`src/design/timer_pair_pkg.sv`:
```
package timer_pair_pkg;

  // ------------------------------------------------------------
  // Widths
  // ------------------------------------------------------------
  localparam int WORD_W = 16;
  localparam int ADDR_W = 16;
  localparam int DIV_W = 8;

  // ------------------------------------------------------------
  // Register offsets
  // ------------------------------------------------------------
  localparam logic [ADDR_W-1:0] LOW_COUNT_ADDR = 16'h0106;
  localparam logic [ADDR_W-1:0] HOLDING_ADDR = 16'h0108;
  localparam logic [ADDR_W-1:0] HIGH_COUNT_ADDR = 16'h010a;
  localparam logic [ADDR_W-1:0] PERIOD_LOW_ADDR = 16'h010c;
  localparam logic [ADDR_W-1:0] PERIOD_HIGH_ADDR = 16'h010e;
  localparam logic [ADDR_W-1:0] LOW_CTRL_ADDR = 16'h0110;
  localparam logic [ADDR_W-1:0] HIGH_CTRL_ADDR = 16'h0112;
  localparam logic [ADDR_W-1:0] IRQ_FLAG_ADDR = 16'h0114;
  localparam logic [ADDR_W-1:0] IRQ_ENABLE_ADDR = 16'h0116;

  // ------------------------------------------------------------
  // Control fields
  // ------------------------------------------------------------
  localparam int RUN_BIT = 15;
  localparam int IDLE_STOP_BIT = 13;
  localparam int GATE_BIT = 6;
  localparam int DIV_HI_BIT = 5;
  localparam int DIV_LO_BIT = 4;
  localparam int WIDE_BIT = 3;
  localparam int SRC_BIT = 1;
  localparam logic [WORD_W-1:0] LOW_CTRL_MASK = 16'ha07a;
  localparam logic [WORD_W-1:0] HIGH_CTRL_MASK = 16'ha072;
  localparam int LOW_FLAG_BIT = 0;
  localparam int HIGH_FLAG_BIT = 1;

  // ------------------------------------------------------------
  // Reset values
  // ------------------------------------------------------------
  localparam logic [WORD_W-1:0] COUNT_RESET = 16'h0000;
  localparam logic [WORD_W-1:0] PERIOD_RESET = 16'hffff;
  localparam logic [WORD_W-1:0] CTRL_RESET = 16'h0000;
  localparam logic [WORD_W-1:0] WORD_ONES = 16'hffff;
  localparam logic [WORD_W-1:0] WORD_ONE = 16'h0001;

  // ------------------------------------------------------------
  // Prescaler terminal counts (divide minus one)
  // ------------------------------------------------------------
  localparam logic [1:0] DIV_SEL_1 = 2'h0;
  localparam logic [1:0] DIV_SEL_8 = 2'h1;
  localparam logic [1:0] DIV_SEL_64 = 2'h2;
  localparam logic [DIV_W-1:0] TERM_1 = 8'h00;
  localparam logic [DIV_W-1:0] TERM_8 = 8'h07;
  localparam logic [DIV_W-1:0] TERM_64 = 8'h3f;
  localparam logic [DIV_W-1:0] TERM_256 = 8'hff;
  localparam logic [DIV_W-1:0] DIV_ONE = 8'h01;

  // ------------------------------------------------------------
  // Clock
  // ------------------------------------------------------------
  localparam int CLK_HZ = 20000000;

endpackage

```
`src/design/input_divider.sv`:
```
`timescale 1ns/100ps
module input_divider (
  // Clock and reset
  input wire logic clk_i,
  input wire logic rst_i,
  // Control
  input wire logic clear_i,
  input wire logic [1:0] sel_i,
  // Ticks
  input wire logic tick_i,
  output logic tick_o
);
  import timer_pair_pkg::*;

  logic [DIV_W-1:0] count;
  logic [DIV_W-1:0] term;

  always_comb begin
    case (sel_i)
      DIV_SEL_1: term = TERM_1;
      DIV_SEL_8: term = TERM_8;
      DIV_SEL_64: term = TERM_64;
      default: term = TERM_256;
    endcase
  end

  // A halted input tick freezes the counter as well
  always_ff @(posedge clk_i) begin
    if (rst_i || clear_i) begin
      count <= TERM_1;
    end else if (tick_i) begin
      count <= (count == term) ? TERM_1 : count + DIV_ONE;
    end
  end

  assign tick_o = tick_i && (count == term);

  property p_div_clear;
    @(posedge clk_i) disable iff (rst_i)
      clear_i |=> count == TERM_1;
  endproperty
  a_div_clear: assert property (p_div_clear) else $error("divider not cleared");

endmodule

```
`src/design/timer_pair.sv`:
```
// The placing of the registers and the plain strobed port are this design's own decisions.
`timescale 1ns/100ps
module timer_pair (
  // Clock and reset
  input wire logic clk_i,
  input wire logic rst_i,
  // Register port
  input wire logic [timer_pair_pkg::ADDR_W-1:0] addr_i,
  input wire logic [timer_pair_pkg::WORD_W-1:0] wdata_i,
  input wire logic we_i,
  input wire logic re_i,
  output logic [timer_pair_pkg::WORD_W-1:0] rdata_o,
  // Processor power state
  input wire logic idle_i,
  input wire logic sleep_i,
  // External clock and gate pins
  input wire logic external_clock_gate_pin_i,
  input wire logic high_clock_pin_i,
  // Events
  output logic low_irq_o,
  output logic high_irq_o,
  output logic adc_trigger_o,
  // Timebase for capture and compare
  output logic [timer_pair_pkg::WORD_W-1:0] low_count_o,
  output logic [timer_pair_pkg::WORD_W-1:0] high_count_o,
  output logic low_match_o,
  output logic high_match_o
);
  import timer_pair_pkg::*;

  // ------------------------------------------------------------
  // State
  // ------------------------------------------------------------
  logic [WORD_W-1:0] low_count_word;
  logic [WORD_W-1:0] high_count_word;
  logic [WORD_W-1:0] high_word_holding;
  logic [WORD_W-1:0] period_low_word;
  logic [WORD_W-1:0] period_high_word;
  logic [WORD_W-1:0] low_timer_control;
  logic [WORD_W-1:0] high_timer_control;
  logic low_flag;
  logic high_timer_irq_flag;
  logic low_enable;
  logic high_timer_irq_enable;
  logic [1:0] sync1;
  logic [1:0] sync2;
  logic [1:0] sync3;
  logic [1:0] pin_level;
  logic [1:0] pin_prev;
  logic low_tick;

  // ------------------------------------------------------------
  // Pin synchronisers
  // ------------------------------------------------------------
  // A pin level only counts once stages two and three agree
  always_ff @(posedge clk_i) begin
    if (rst_i) begin
      sync1 <= 2'h0;
      sync2 <= 2'h0;
      sync3 <= 2'h0;
      pin_level <= 2'h0;
      pin_prev <= 2'h0;
    end else begin
      sync1 <= {high_clock_pin_i, external_clock_gate_pin_i};
      sync2 <= sync1;
      sync3 <= sync2;
      pin_level <= (sync2 & ~(sync2 ^ sync3)) | (pin_level & (sync2 ^ sync3));
      pin_prev <= pin_level;
    end
  end

  logic low_pin_rise;
  logic high_pin_rise;
  logic gate_fall;
  assign low_pin_rise = pin_level[0] && !pin_prev[0];
  assign high_pin_rise = pin_level[1] && !pin_prev[1];

  // ------------------------------------------------------------
  // Effective configuration
  // ------------------------------------------------------------
  logic wide;
  logic low_run;
  logic high_run;
  logic low_gated;
  logic low_counting;
  logic high_counting;
  assign wide = low_timer_control[WIDE_BIT];
  assign low_run = low_timer_control[RUN_BIT];
  assign high_run = high_timer_control[RUN_BIT];
  // Gate mode only with internal source; high gate bit never looked at
  assign low_gated = low_timer_control[GATE_BIT] && !low_timer_control[SRC_BIT];
  assign low_counting = low_run && !sleep_i &&
                        !(idle_i && low_timer_control[IDLE_STOP_BIT]);
  assign high_counting = high_run && !sleep_i &&
                         !(idle_i && high_timer_control[IDLE_STOP_BIT]);
  assign gate_fall = low_run && low_gated && pin_level[0] == 1'b0 && pin_prev[0];

  // ------------------------------------------------------------
  // Tick sources and prescalers
  // ------------------------------------------------------------
  logic low_src;
  logic high_src;
  logic low_pre_tick;
  logic high_tick;
  logic count_write;
  logic run_clear;
  always_comb begin
    if (low_timer_control[SRC_BIT]) begin
      low_src = low_pin_rise;
    end else if (low_gated) begin
      low_src = pin_level[0];
    end else begin
      low_src = 1'b1;
    end
  end
  // In combined mode the high prescaler never sees a tick
  assign high_src = !wide && high_counting &&
                    (high_timer_control[SRC_BIT] ? high_pin_rise : 1'b1);

  assign count_write = we_i && (addr_i == LOW_COUNT_ADDR || addr_i == HIGH_COUNT_ADDR);
  assign run_clear = we_i && !wdata_i[RUN_BIT] &&
                     ((addr_i == LOW_CTRL_ADDR && low_run) ||
                      (addr_i == HIGH_CTRL_ADDR && high_run));

  input_divider low_divider (
    .clk_i(clk_i),
    .rst_i(rst_i),
    .clear_i(low_run && (count_write || run_clear)),
    .sel_i(low_timer_control[DIV_HI_BIT:DIV_LO_BIT]),
    .tick_i(low_src && low_counting),
    .tick_o(low_pre_tick)
  );

  input_divider high_divider (
    .clk_i(clk_i),
    .rst_i(rst_i),
    .clear_i(count_write || run_clear),
    .sel_i(high_timer_control[DIV_HI_BIT:DIV_LO_BIT]),
    .tick_i(high_src),
    .tick_o(high_tick)
  );

  // Extra stage on the low path only; costs one cycle of latency
  always_ff @(posedge clk_i) begin
    if (rst_i) begin
      low_tick <= 1'b0;
    end else begin
      low_tick <= low_pre_tick && low_counting;
    end
  end

  // ------------------------------------------------------------
  // Counters
  // ------------------------------------------------------------
  logic wide_match;
  logic low_match16;
  logic high_match16;
  logic low_event;
  logic high_event;
  logic low_wr;
  logic high_wr;
  assign wide_match = {high_count_word, low_count_word} ==
                      {period_high_word, period_low_word};
  assign low_match16 = low_count_word == period_low_word;
  assign high_match16 = high_count_word == period_high_word;
  assign low_event = !wide && low_tick && low_match16;
  assign high_event = wide ? (low_tick && wide_match) : (high_tick && high_match16);
  assign low_wr = we_i && addr_i == LOW_COUNT_ADDR;
  assign high_wr = we_i && addr_i == HIGH_COUNT_ADDR;

  always_ff @(posedge clk_i) begin
    if (rst_i) begin
      low_count_word <= COUNT_RESET;
    end else if (low_wr) begin
      low_count_word <= wdata_i;
    end else if (low_tick) begin
      if (wide ? wide_match : low_match16) begin
        low_count_word <= COUNT_RESET;
      end else begin
        low_count_word <= low_count_word + WORD_ONE;
      end
    end
  end

  always_ff @(posedge clk_i) begin
    if (rst_i) begin
      high_count_word <= COUNT_RESET;
    end else if (low_wr && wide) begin
      high_count_word <= high_word_holding;
    end else if (high_wr) begin
      high_count_word <= wdata_i;
    end else if (wide && low_tick) begin
      if (wide_match) begin
        high_count_word <= COUNT_RESET;
      end else if (low_count_word == WORD_ONES) begin
        high_count_word <= high_count_word + WORD_ONE;
      end
    end else if (!wide && high_tick) begin
      high_count_word <= high_match16 ? COUNT_RESET : high_count_word + WORD_ONE;
    end
  end

  always_ff @(posedge clk_i) begin
    if (rst_i) begin
      high_word_holding <= COUNT_RESET;
    end else if (re_i && addr_i == LOW_COUNT_ADDR) begin
      high_word_holding <= high_count_word;
    end else if (we_i && addr_i == HOLDING_ADDR) begin
      high_word_holding <= wdata_i;
    end
  end

  // ------------------------------------------------------------
  // Configuration registers
  // ------------------------------------------------------------
  always_ff @(posedge clk_i) begin
    if (rst_i) begin
      period_low_word <= PERIOD_RESET;
      period_high_word <= PERIOD_RESET;
      low_timer_control <= CTRL_RESET;
      high_timer_control <= CTRL_RESET;
      low_enable <= 1'b0;
      high_timer_irq_enable <= 1'b0;
    end else if (we_i) begin
      case (addr_i)
        PERIOD_LOW_ADDR: period_low_word <= wdata_i;
        PERIOD_HIGH_ADDR: period_high_word <= wdata_i;
        LOW_CTRL_ADDR: low_timer_control <= wdata_i & LOW_CTRL_MASK;
        HIGH_CTRL_ADDR: high_timer_control <= wdata_i & HIGH_CTRL_MASK;
        IRQ_ENABLE_ADDR: begin
          low_enable <= wdata_i[LOW_FLAG_BIT];
          high_timer_irq_enable <= wdata_i[HIGH_FLAG_BIT];
        end
        default: begin
        end
      endcase
    end
  end

  // ------------------------------------------------------------
  // Sticky event flags, write one to clear, set wins
  // ------------------------------------------------------------
  logic flag_clear;
  assign flag_clear = we_i && addr_i == IRQ_FLAG_ADDR;

  always_ff @(posedge clk_i) begin
    if (rst_i) begin
      low_flag <= 1'b0;
    end else if (low_event || (!wide && gate_fall)) begin
      low_flag <= 1'b1;
    end else if (flag_clear && wdata_i[LOW_FLAG_BIT]) begin
      low_flag <= 1'b0;
    end
  end

  always_ff @(posedge clk_i) begin
    if (rst_i) begin
      high_timer_irq_flag <= 1'b0;
    end else if (high_event || (wide && gate_fall)) begin
      high_timer_irq_flag <= 1'b1;
    end else if (flag_clear && wdata_i[HIGH_FLAG_BIT]) begin
      high_timer_irq_flag <= 1'b0;
    end
  end

  assign low_irq_o = low_flag && low_enable;
  assign high_irq_o = high_timer_irq_flag && high_timer_irq_enable;

  // ------------------------------------------------------------
  // Event and timebase outputs
  // ------------------------------------------------------------
  always_ff @(posedge clk_i) begin
    if (rst_i) begin
      adc_trigger_o <= 1'b0;
      low_match_o <= 1'b0;
      high_match_o <= 1'b0;
    end else begin
      adc_trigger_o <= high_event;
      low_match_o <= low_event;
      high_match_o <= high_event;
    end
  end

  assign low_count_o = low_count_word;
  assign high_count_o = high_count_word;

  // ------------------------------------------------------------
  // Read port
  // ------------------------------------------------------------
  always_ff @(posedge clk_i) begin
    if (rst_i || !re_i) begin
      rdata_o <= COUNT_RESET;
    end else begin
      case (addr_i)
        LOW_COUNT_ADDR: rdata_o <= low_count_word;
        HOLDING_ADDR: rdata_o <= high_word_holding;
        HIGH_COUNT_ADDR: rdata_o <= high_count_word;
        PERIOD_LOW_ADDR: rdata_o <= period_low_word;
        PERIOD_HIGH_ADDR: rdata_o <= period_high_word;
        LOW_CTRL_ADDR: rdata_o <= low_timer_control;
        HIGH_CTRL_ADDR: rdata_o <= high_timer_control;
        IRQ_FLAG_ADDR: rdata_o <= {14'h0000, high_timer_irq_flag, low_flag};
        IRQ_ENABLE_ADDR: rdata_o <= {14'h0000, high_timer_irq_enable, low_enable};
        default: rdata_o <= COUNT_RESET;
      endcase
    end
  end

  // ------------------------------------------------------------
  // Checks
  // ------------------------------------------------------------
  property p_wrap16;
    @(posedge clk_i) disable iff (rst_i)
      !wide && low_tick && low_match16 && !low_wr |=> low_count_word == COUNT_RESET;
  endproperty
  a_wrap16: assert property (p_wrap16) else $error("low timer did not wrap");

  property p_inc32;
    @(posedge clk_i) disable iff (rst_i)
      wide && low_tick && !wide_match && !low_wr && !high_wr
      |=> {high_count_word, low_count_word} ==
          $past({high_count_word, low_count_word}) + 32'h00000001;
  endproperty
  a_inc32: assert property (p_inc32) else $error("combined count did not step");

  property p_capture;
    @(posedge clk_i) disable iff (rst_i)
      re_i && addr_i == LOW_COUNT_ADDR |=> high_word_holding == $past(high_count_word);
  endproperty
  a_capture: assert property (p_capture) else $error("holding not captured");

  property p_coherent_write;
    @(posedge clk_i) disable iff (rst_i)
      low_wr && wide |=> high_count_word == $past(high_word_holding) &&
                         low_count_word == $past(wdata_i);
  endproperty
  a_coherent_write: assert property (p_coherent_write) else $error("bad 32-bit write");

  property p_ctrl_write;
    @(posedge clk_i) disable iff (rst_i)
      we_i && (addr_i == LOW_CTRL_ADDR) && !low_tick |=> $stable(low_count_word);
  endproperty
  a_ctrl_write: assert property (p_ctrl_write) else $error("control write moved count");

  property p_sleep;
    @(posedge clk_i) disable iff (rst_i)
      sleep_i ##1 sleep_i |-> !low_tick && !high_tick;
  endproperty
  a_sleep: assert property (p_sleep) else $error("counting during sleep");

  property p_idle;
    @(posedge clk_i) disable iff (rst_i)
      (idle_i && low_timer_control[IDLE_STOP_BIT]) [*2] |-> !low_tick;
  endproperty
  a_idle: assert property (p_idle) else $error("counting during idle stop");

  property p_sticky;
    @(posedge clk_i) disable iff (rst_i)
      high_timer_irq_flag && !(flag_clear && wdata_i[HIGH_FLAG_BIT]) |=> high_timer_irq_flag;
  endproperty
  a_sticky: assert property (p_sticky) else $error("high flag dropped");

  property p_adc;
    @(posedge clk_i) disable iff (rst_i)
      wide && low_tick && wide_match |=> adc_trigger_o ##1 !adc_trigger_o || high_event;
  endproperty
  a_adc: assert property (p_adc) else $error("trigger not one pulse");

  property p_irq;
    @(posedge clk_i) disable iff (rst_i)
      wide && high_event ##1 high_timer_irq_enable |-> high_irq_o;
  endproperty
  a_irq: assert property (p_irq) else $error("combined interrupt missing");

endmodule

```
`config.mk`:
```
export PLATFORM = sky130hd
export DESIGN_NAME = timer_pair
export DESIGN_NICKNAME = d
export VERILOG_FILES = /design/src/design/timer_pair_pkg.sv /design/src/design/input_divider.sv /design/src/design/timer_pair.sv
export SDC_FILE = /design/constraint.sdc
export NUM_CORES = 1
export LEC_CHECK = 0
export ABC_AREA = 1
export ABC_CLOCK_PERIOD_IN_PS = 2490
export BUFFER_PORTS_ARGS = -buffer_cell sky130_fd_sc_hd__buf_4
export CAP_MARGIN = 10
export CORE_UTILIZATION = 25
export DETAILED_ROUTE_END_ITERATION = 16
export GPL_TIMING_DRIVEN = 1
export PLACE_DENSITY = 0.45
export SYNTH_ARGS = -nofsm -noshare
export SYNTH_HDL_FRONTEND = slang
export SYNTH_SLANG_ARGS = --single-unit
```
`constraint.sdc`:
```
create_clock -name clk_i -period 2.49 [get_ports clk_i]
set_clock_uncertainty 0.05 [all_clocks]
set_input_delay 0.498 -clock clk_i [delete_from_list [all_inputs] [get_ports clk_i]]
set_output_delay 0.498 -clock clk_i [all_outputs]
set_load 0.02 [all_outputs]
```
* Yosys cells after proc, flatten, opt, wreduce, memory -nomap -nowiden *
Cells that the tools add are included.

word-level totals
  flip-flop bits (word level) = 142
  output and inout bits = 53
  word-level logic and storage cells = 150

operators by class
  $add $sub $neg = 4
  equal/unequal tests = 20
  mux-type cells = 26
  bitwise logic cells = 6
  reduce and logical (&&, ||, !) cells = 72

operators by type and width
  cell                                                    count
  2-to-1 mux 16 bit                                       12
  == test 16 x 9 -> 1 bit (second input constant)         9
  case mux 16 bit (9 select lines)                        1
  case mux 8 bit (3 select lines)                         2
  logical AND 1 bit                                       42
  adder 16 x 1 -> 16 bit (second input constant)          2
  == test 16 bit                                          2
  == test 32 bit                                          1
  adder 8 x 1 -> 8 bit (second input constant)            2
  == test 16 bit (second input constant)                  1
  == test 8 bit                                           2
  2-to-1 mux 8 bit                                        2
  AND reduction 2 bit                                     6
  zero test 1 bit                                         9
  2-to-1 mux 1 bit                                        9
  logical OR 1 bit                                        8
  nonzero test 2 bit                                      4
  inequality test 5 x 4 -> 1 bit (second input constant)  1
  AND 2 bit                                               2
  == test 2 x 1 -> 1 bit (second input constant)          2
  == test 2 bit (second input constant)                   2
  zero test 2 bit                                         2
  nonzero test 4 bit                                      1
  inverter 2 bit                                          1
  other kinds (3)                                         3

* Logic depth before layout (Yosys ltp) *
  depth after elaboration = 11
  depth in mapped cells = 15

* Modules after synthesis *
A second synthesis with hierarchy kept.

second synthesis, totals
  cell total of the unflattened synthesis = 1302
  area, all modules = 8638.3 µm²

by module, submodules not included
  module         instances  cells an instance  area an instance (µm²)  seq. area each (µm²)
  timer_pair     1          1164               7674.9                  2522.4
  input_divider  2          69                 481.7                   160.2

* Worst setup path before layout *
No wires, ideal clock.

  path kind = flip-flop to flip-flop
  start = reg low_count_word[1] (netlist: low_count_o[1])
  end = reg high_count_word[13] (netlist: high_count_o[13])
  arrival time = 1.800 ns
  data required time = 2.324 ns
  setup slack = 0.524 ns
  stages on the path, launching flop included = 14
  path buffers = 1
  period minus slack after synthesis = 1.966 ns
  path through = dfxtp_1 ha_1 nand3_1 nor2_2 nand2_1 nor2_2 nand2_2 nor3_2 nand2_1 inv_1 nor2_1 buf_6 a21oi_1 nor2_1

between the ends
  cells in the longest elaborated chain, start to end = 5
  elaborated cells on any way between the ends = 8
  those cells by class = eq/ne: 3; mux: 4; reduce/logical: 1

RTL lines
  item                    RTL line           RTL
  start, declared         timer_pair.sv:34   logic [WORD_W-1:0] low_count_word;
  start signal, assigned  timer_pair.sv:175  low_count_word <= wdata_i;
  start signal, assigned  timer_pair.sv:180  low_count_word <= low_count_word + WORD_ONE;
  == test 32 bit          timer_pair.sv:162  assign wide_match = {high_count_word, low_count_word} ==
  2-to-1 mux 16 bit       timer_pair.sv:193  if (wide_match) begin
  2-to-1 mux 16 bit       timer_pair.sv:192  end else if (wide && low_tick) begin
  2-to-1 mux 16 bit       timer_pair.sv:190  end else if (high_wr) begin
  2-to-1 mux 16 bit       timer_pair.sv:188  end else if (low_wr && wide) begin
  end signal, assigned    timer_pair.sv:189  high_count_word <= high_word_holding;
  end signal, assigned    timer_pair.sv:191  high_count_word <= wdata_i;
  end signal, assigned    timer_pair.sv:196  high_count_word <= high_count_word + WORD_ONE;
  end, declared           timer_pair.sv:35   logic [WORD_W-1:0] high_count_word;

Several ways; a longest one is shown, not always the timed one.
A chain may end at the register's enable or synchronous reset.

* Worst setup path in the final report *
  start = reg low_count_word[0] (netlist: low_count_o[0])
  end = reg high_count_word[10] (netlist: high_count_o[10])

The elaborated chain is that of the path after synthesis.

==> results.yml <==
synthesis:
  synth_cells: 1280
  yosys_warnings: 0
  synth_nets: 1324
  synth_cell_types: 41
  seq_area_frac_synth: 0.344
  synthesis.area_um2: 8270
  yosys_register_bits: 142
  avgSynthCellArea_um2: 6.46
place:
  gp_congestion: 0.864
  portBuffers: 92
  place_area_um2: 9860
  dpl.hpwl_mm: 25.2
sta:
  drv_slew: 0
  finalCritPeriodShare: 0.889
  slew_headroom: 0.609
  finalHoldViolCount: 0
  fin_crit_ns: 2.21
  rsz0062_at_grt: "false"
  final-setup-viol-count: 0
  setup_tns_ns: 0
  max_slew.worst_pin.slew_ns: 0.587
  max_freq_mhz: 452
critical_path:
  cp_data_arrival_time_ns: 2.52
  cp.required_ns: 2.80
  start_kind: "register"
  crit_fanout: 11
  path_class: "register to register"
  endpoint_kind: "register"
detailed_routing:
  wl_met3_mm: 1.19
  first_iter_violations: 619
  final_antenna_net_count: 0
  vias: 8778
  wl_per_cell_um: 17.3
  highest_layer: "met4"
  viasPerCell: 4.68
  drc_errors: 0
  wl_met2_mm: 15.8
  drt_pass1_iterations: 5
  wl_met1_mm: 14.4
  wirelength_mm: 32.4
floorplan:
  initial_core_util: 0.254
  fp.dieH_um: 184
  die_w_um: 184
  die-area_um2: 33800
  fp.coreArea_um2: 32500
  std_cell_rows: 66
  io_pins: 93
run:
  drv_cap: 0
cts:
  clk_latency_ns: 0.43
  cts_buffer_depth: 2
  ctsHtreeMaxLevel: 4
  cts_tree: "built"
  cts_sinks: 142
  cts_buffers: 17
  cts.clk_slew.worst_paths_ns: 0.06
  ctsRootBufferMaster: "clkbuf_16"
  cts_setup_buffers: 0
grt:
  grt_pass1_wl_mm: 49.4
  gr-total-overflow: 0
  grt_pass1_vias: 8476
  grt_max_degree: 44
  grt_use_total: 0.195
  antenna_found_initial: 0
finish:
  synthToLayoutAreaGrowth_pct: 27.6
  final_cell_mix: "nand2_1 (358), inv_1 (169), buf_4 (166)"
  final_area_um2: 10600
  num_antenna_cells: 0
  drive_gt1_frac: 0.175
  layout_commonest_cell: "nand2_1"
  nets: 1464
power:
  power.density_cell_area_nw_per_um2: 519
  p_leak_nw: 4.85
  power_w: 0.00548
  irDropWorstVdd_mv: 0.431
hold_path:
  min-delay-path-class: "input pin to register"
run_status:
  status: "finished clean"
## final cells by class
cell class / count / area (µm²)
tap: 442 / 553
fill: 3640 / 22000
clock inverter: 10 / 208
inverter: 178 / 668
multi-input combinational: 914 / 4540
clock buffer: 21 / 470
timing repair buffer: 167 / 1270
sequential: 142 / 2840
## per-stage QoR
step                      utilization  std cells  hold slack [ns]  setup WS, ns
after CTS                       0.324       1874            0.207         0.228
final                           0.324       1874            0.222         0.278
after global placement          0.303       1843            0.341         0.153
after floorplan                     -       1280            0.338         0.524
after detailed placement        0.303       1843            0.347         0.100
after global routing            0.324       1874            0.217        0.0118
## kinds of logic (layout without fill, tap and decap cells)
family / after synthesis / count (layout) / synth area share
xor gates and xnor gates: 37 / 37 / 0.0392
and+or+nand+nor: 636 / 636 / 0.337
adders and majority gates: 4 / 4 / 0.00605
DFF: 142 / 142 / 0.344
AOI/OAI and AO/OA: 237 / 237 / 0.166
buffers and inverters: 224 / 376 / 0.108
## flip-flops by register name, summed over array words and instances (netlist names), 2 cells and up, named ones only
| name | count |
|---|---|
| low_divider.count | 8 |
| high_timer_control | 6 |
| period_low_word | 16 |
| high_word_holding | 16 |
| rdata_o | 16 |
| low_timer_control | 7 |
| high_divider.count | 8 |
| pin_prev | 2 |
| period_high_word | 16 |
| high_count_o | 16 |
| sync2 | 2 |
| sync1 | 2 |
| low_count_o | 16 |
| sync3 | 2 |
## synthesized netlist by cell type
master	instances	area, µm²
nor2_4	3	33.8
a31oi_1	7	43.8
o211ai_1	34	255
inv_1	169	634
a21oi_1	84	420
buf_2	14	70.1
nand3b_4	1	20.0
xnor2_1	16	140
nor2_1	124	465
nor3b_1	2	15.0
dfxtp_1	142	2840
clkbuf_2	3	15.0
buf_6	3	33.8
nand3b_1	3	22.5
nand2_2	8	50.1
ha_1	4	50.1
or2_2	4	25.0
nor4_1	2	12.5
buf_4	3	22.5
nor2_2	13	81.3
nand4_1	34	213
clkinv_1	2	7.51
inv_2	7	26.3
a21oi_2	1	8.76
a211oi_1	6	45.0
clkbuf_1	20	75.1
or2_0	1	6.26
nand3_2	7	70.1
xor2_1	21	184
nand3_1	50	250
a31oi_2	1	12.5
a22oi_1	1	7.51
nor3_1	19	95.1
o22ai_1	34	213
nor3_4	2	32.5
buf_1	3	11.3
nor3_2	3	30.0
o221ai_1	6	52.6
nand4_2	1	12.5
o21ai_0	63	315
nand2_1	359	1350
## layer usage
metal	GRT usage	up-vias
met5	0	-
met4	0.0700	0
met3	0.0309	47
met2	0.341	198
met1	0.240	4091
li1	-	4442
## what timing repair did
| item | 4_1_cts | 5_1_grt |
|---|---|---|
| hold buffers | 0 | 0 |
| resized for setup | 0 | 3 |
| endpoints found under the setup margin | 0 | 6 |
## critical path, cell delays in order (launching register included)
cell and delay [ns]:
dfxtp_1 0.38, ha_1 0.20, nand3_1 0.11, nor2_2 0.13, nand2_1 0.11, nor2_2 0.13
nand2_2 0.10, nor3_2 0.25, nand2_2 0.15, inv_1 0.08, nor2_1 0.04, buf_4 0.17
nand2_1 0.07, nand2_1 0.05, nor2_1 0.12
## report_power, final
part / switching, W / internal, W / total, W / leakage [nW]
Combinational: 0.000138 / 0.0000669 / 0.000205 / 3.37
Sequential: 0.00000137 / 0.00228 / 0.00228 / 1.15
Clock: 0.00104 / 0.00196 / 0.00300 / 0.334
Total: 0.00118 / 0.00430 / 0.00548 / 4.85
## worst paths after layout
path	from	to	slack (ns)	cells past startpoint
worst max-delay path	low_count_o[0]	high_count_o[10]	0.28	14
worst max register to register	low_count_o[0]	high_count_o[10]	0.28	14
worst min register to register	sync1[0]	sync2[0]	0.35	2
worst min-delay path	high_clock_pin_i	sync1[1]	0.22	3
No activity file was read; power rests on OpenSTA's default activity.
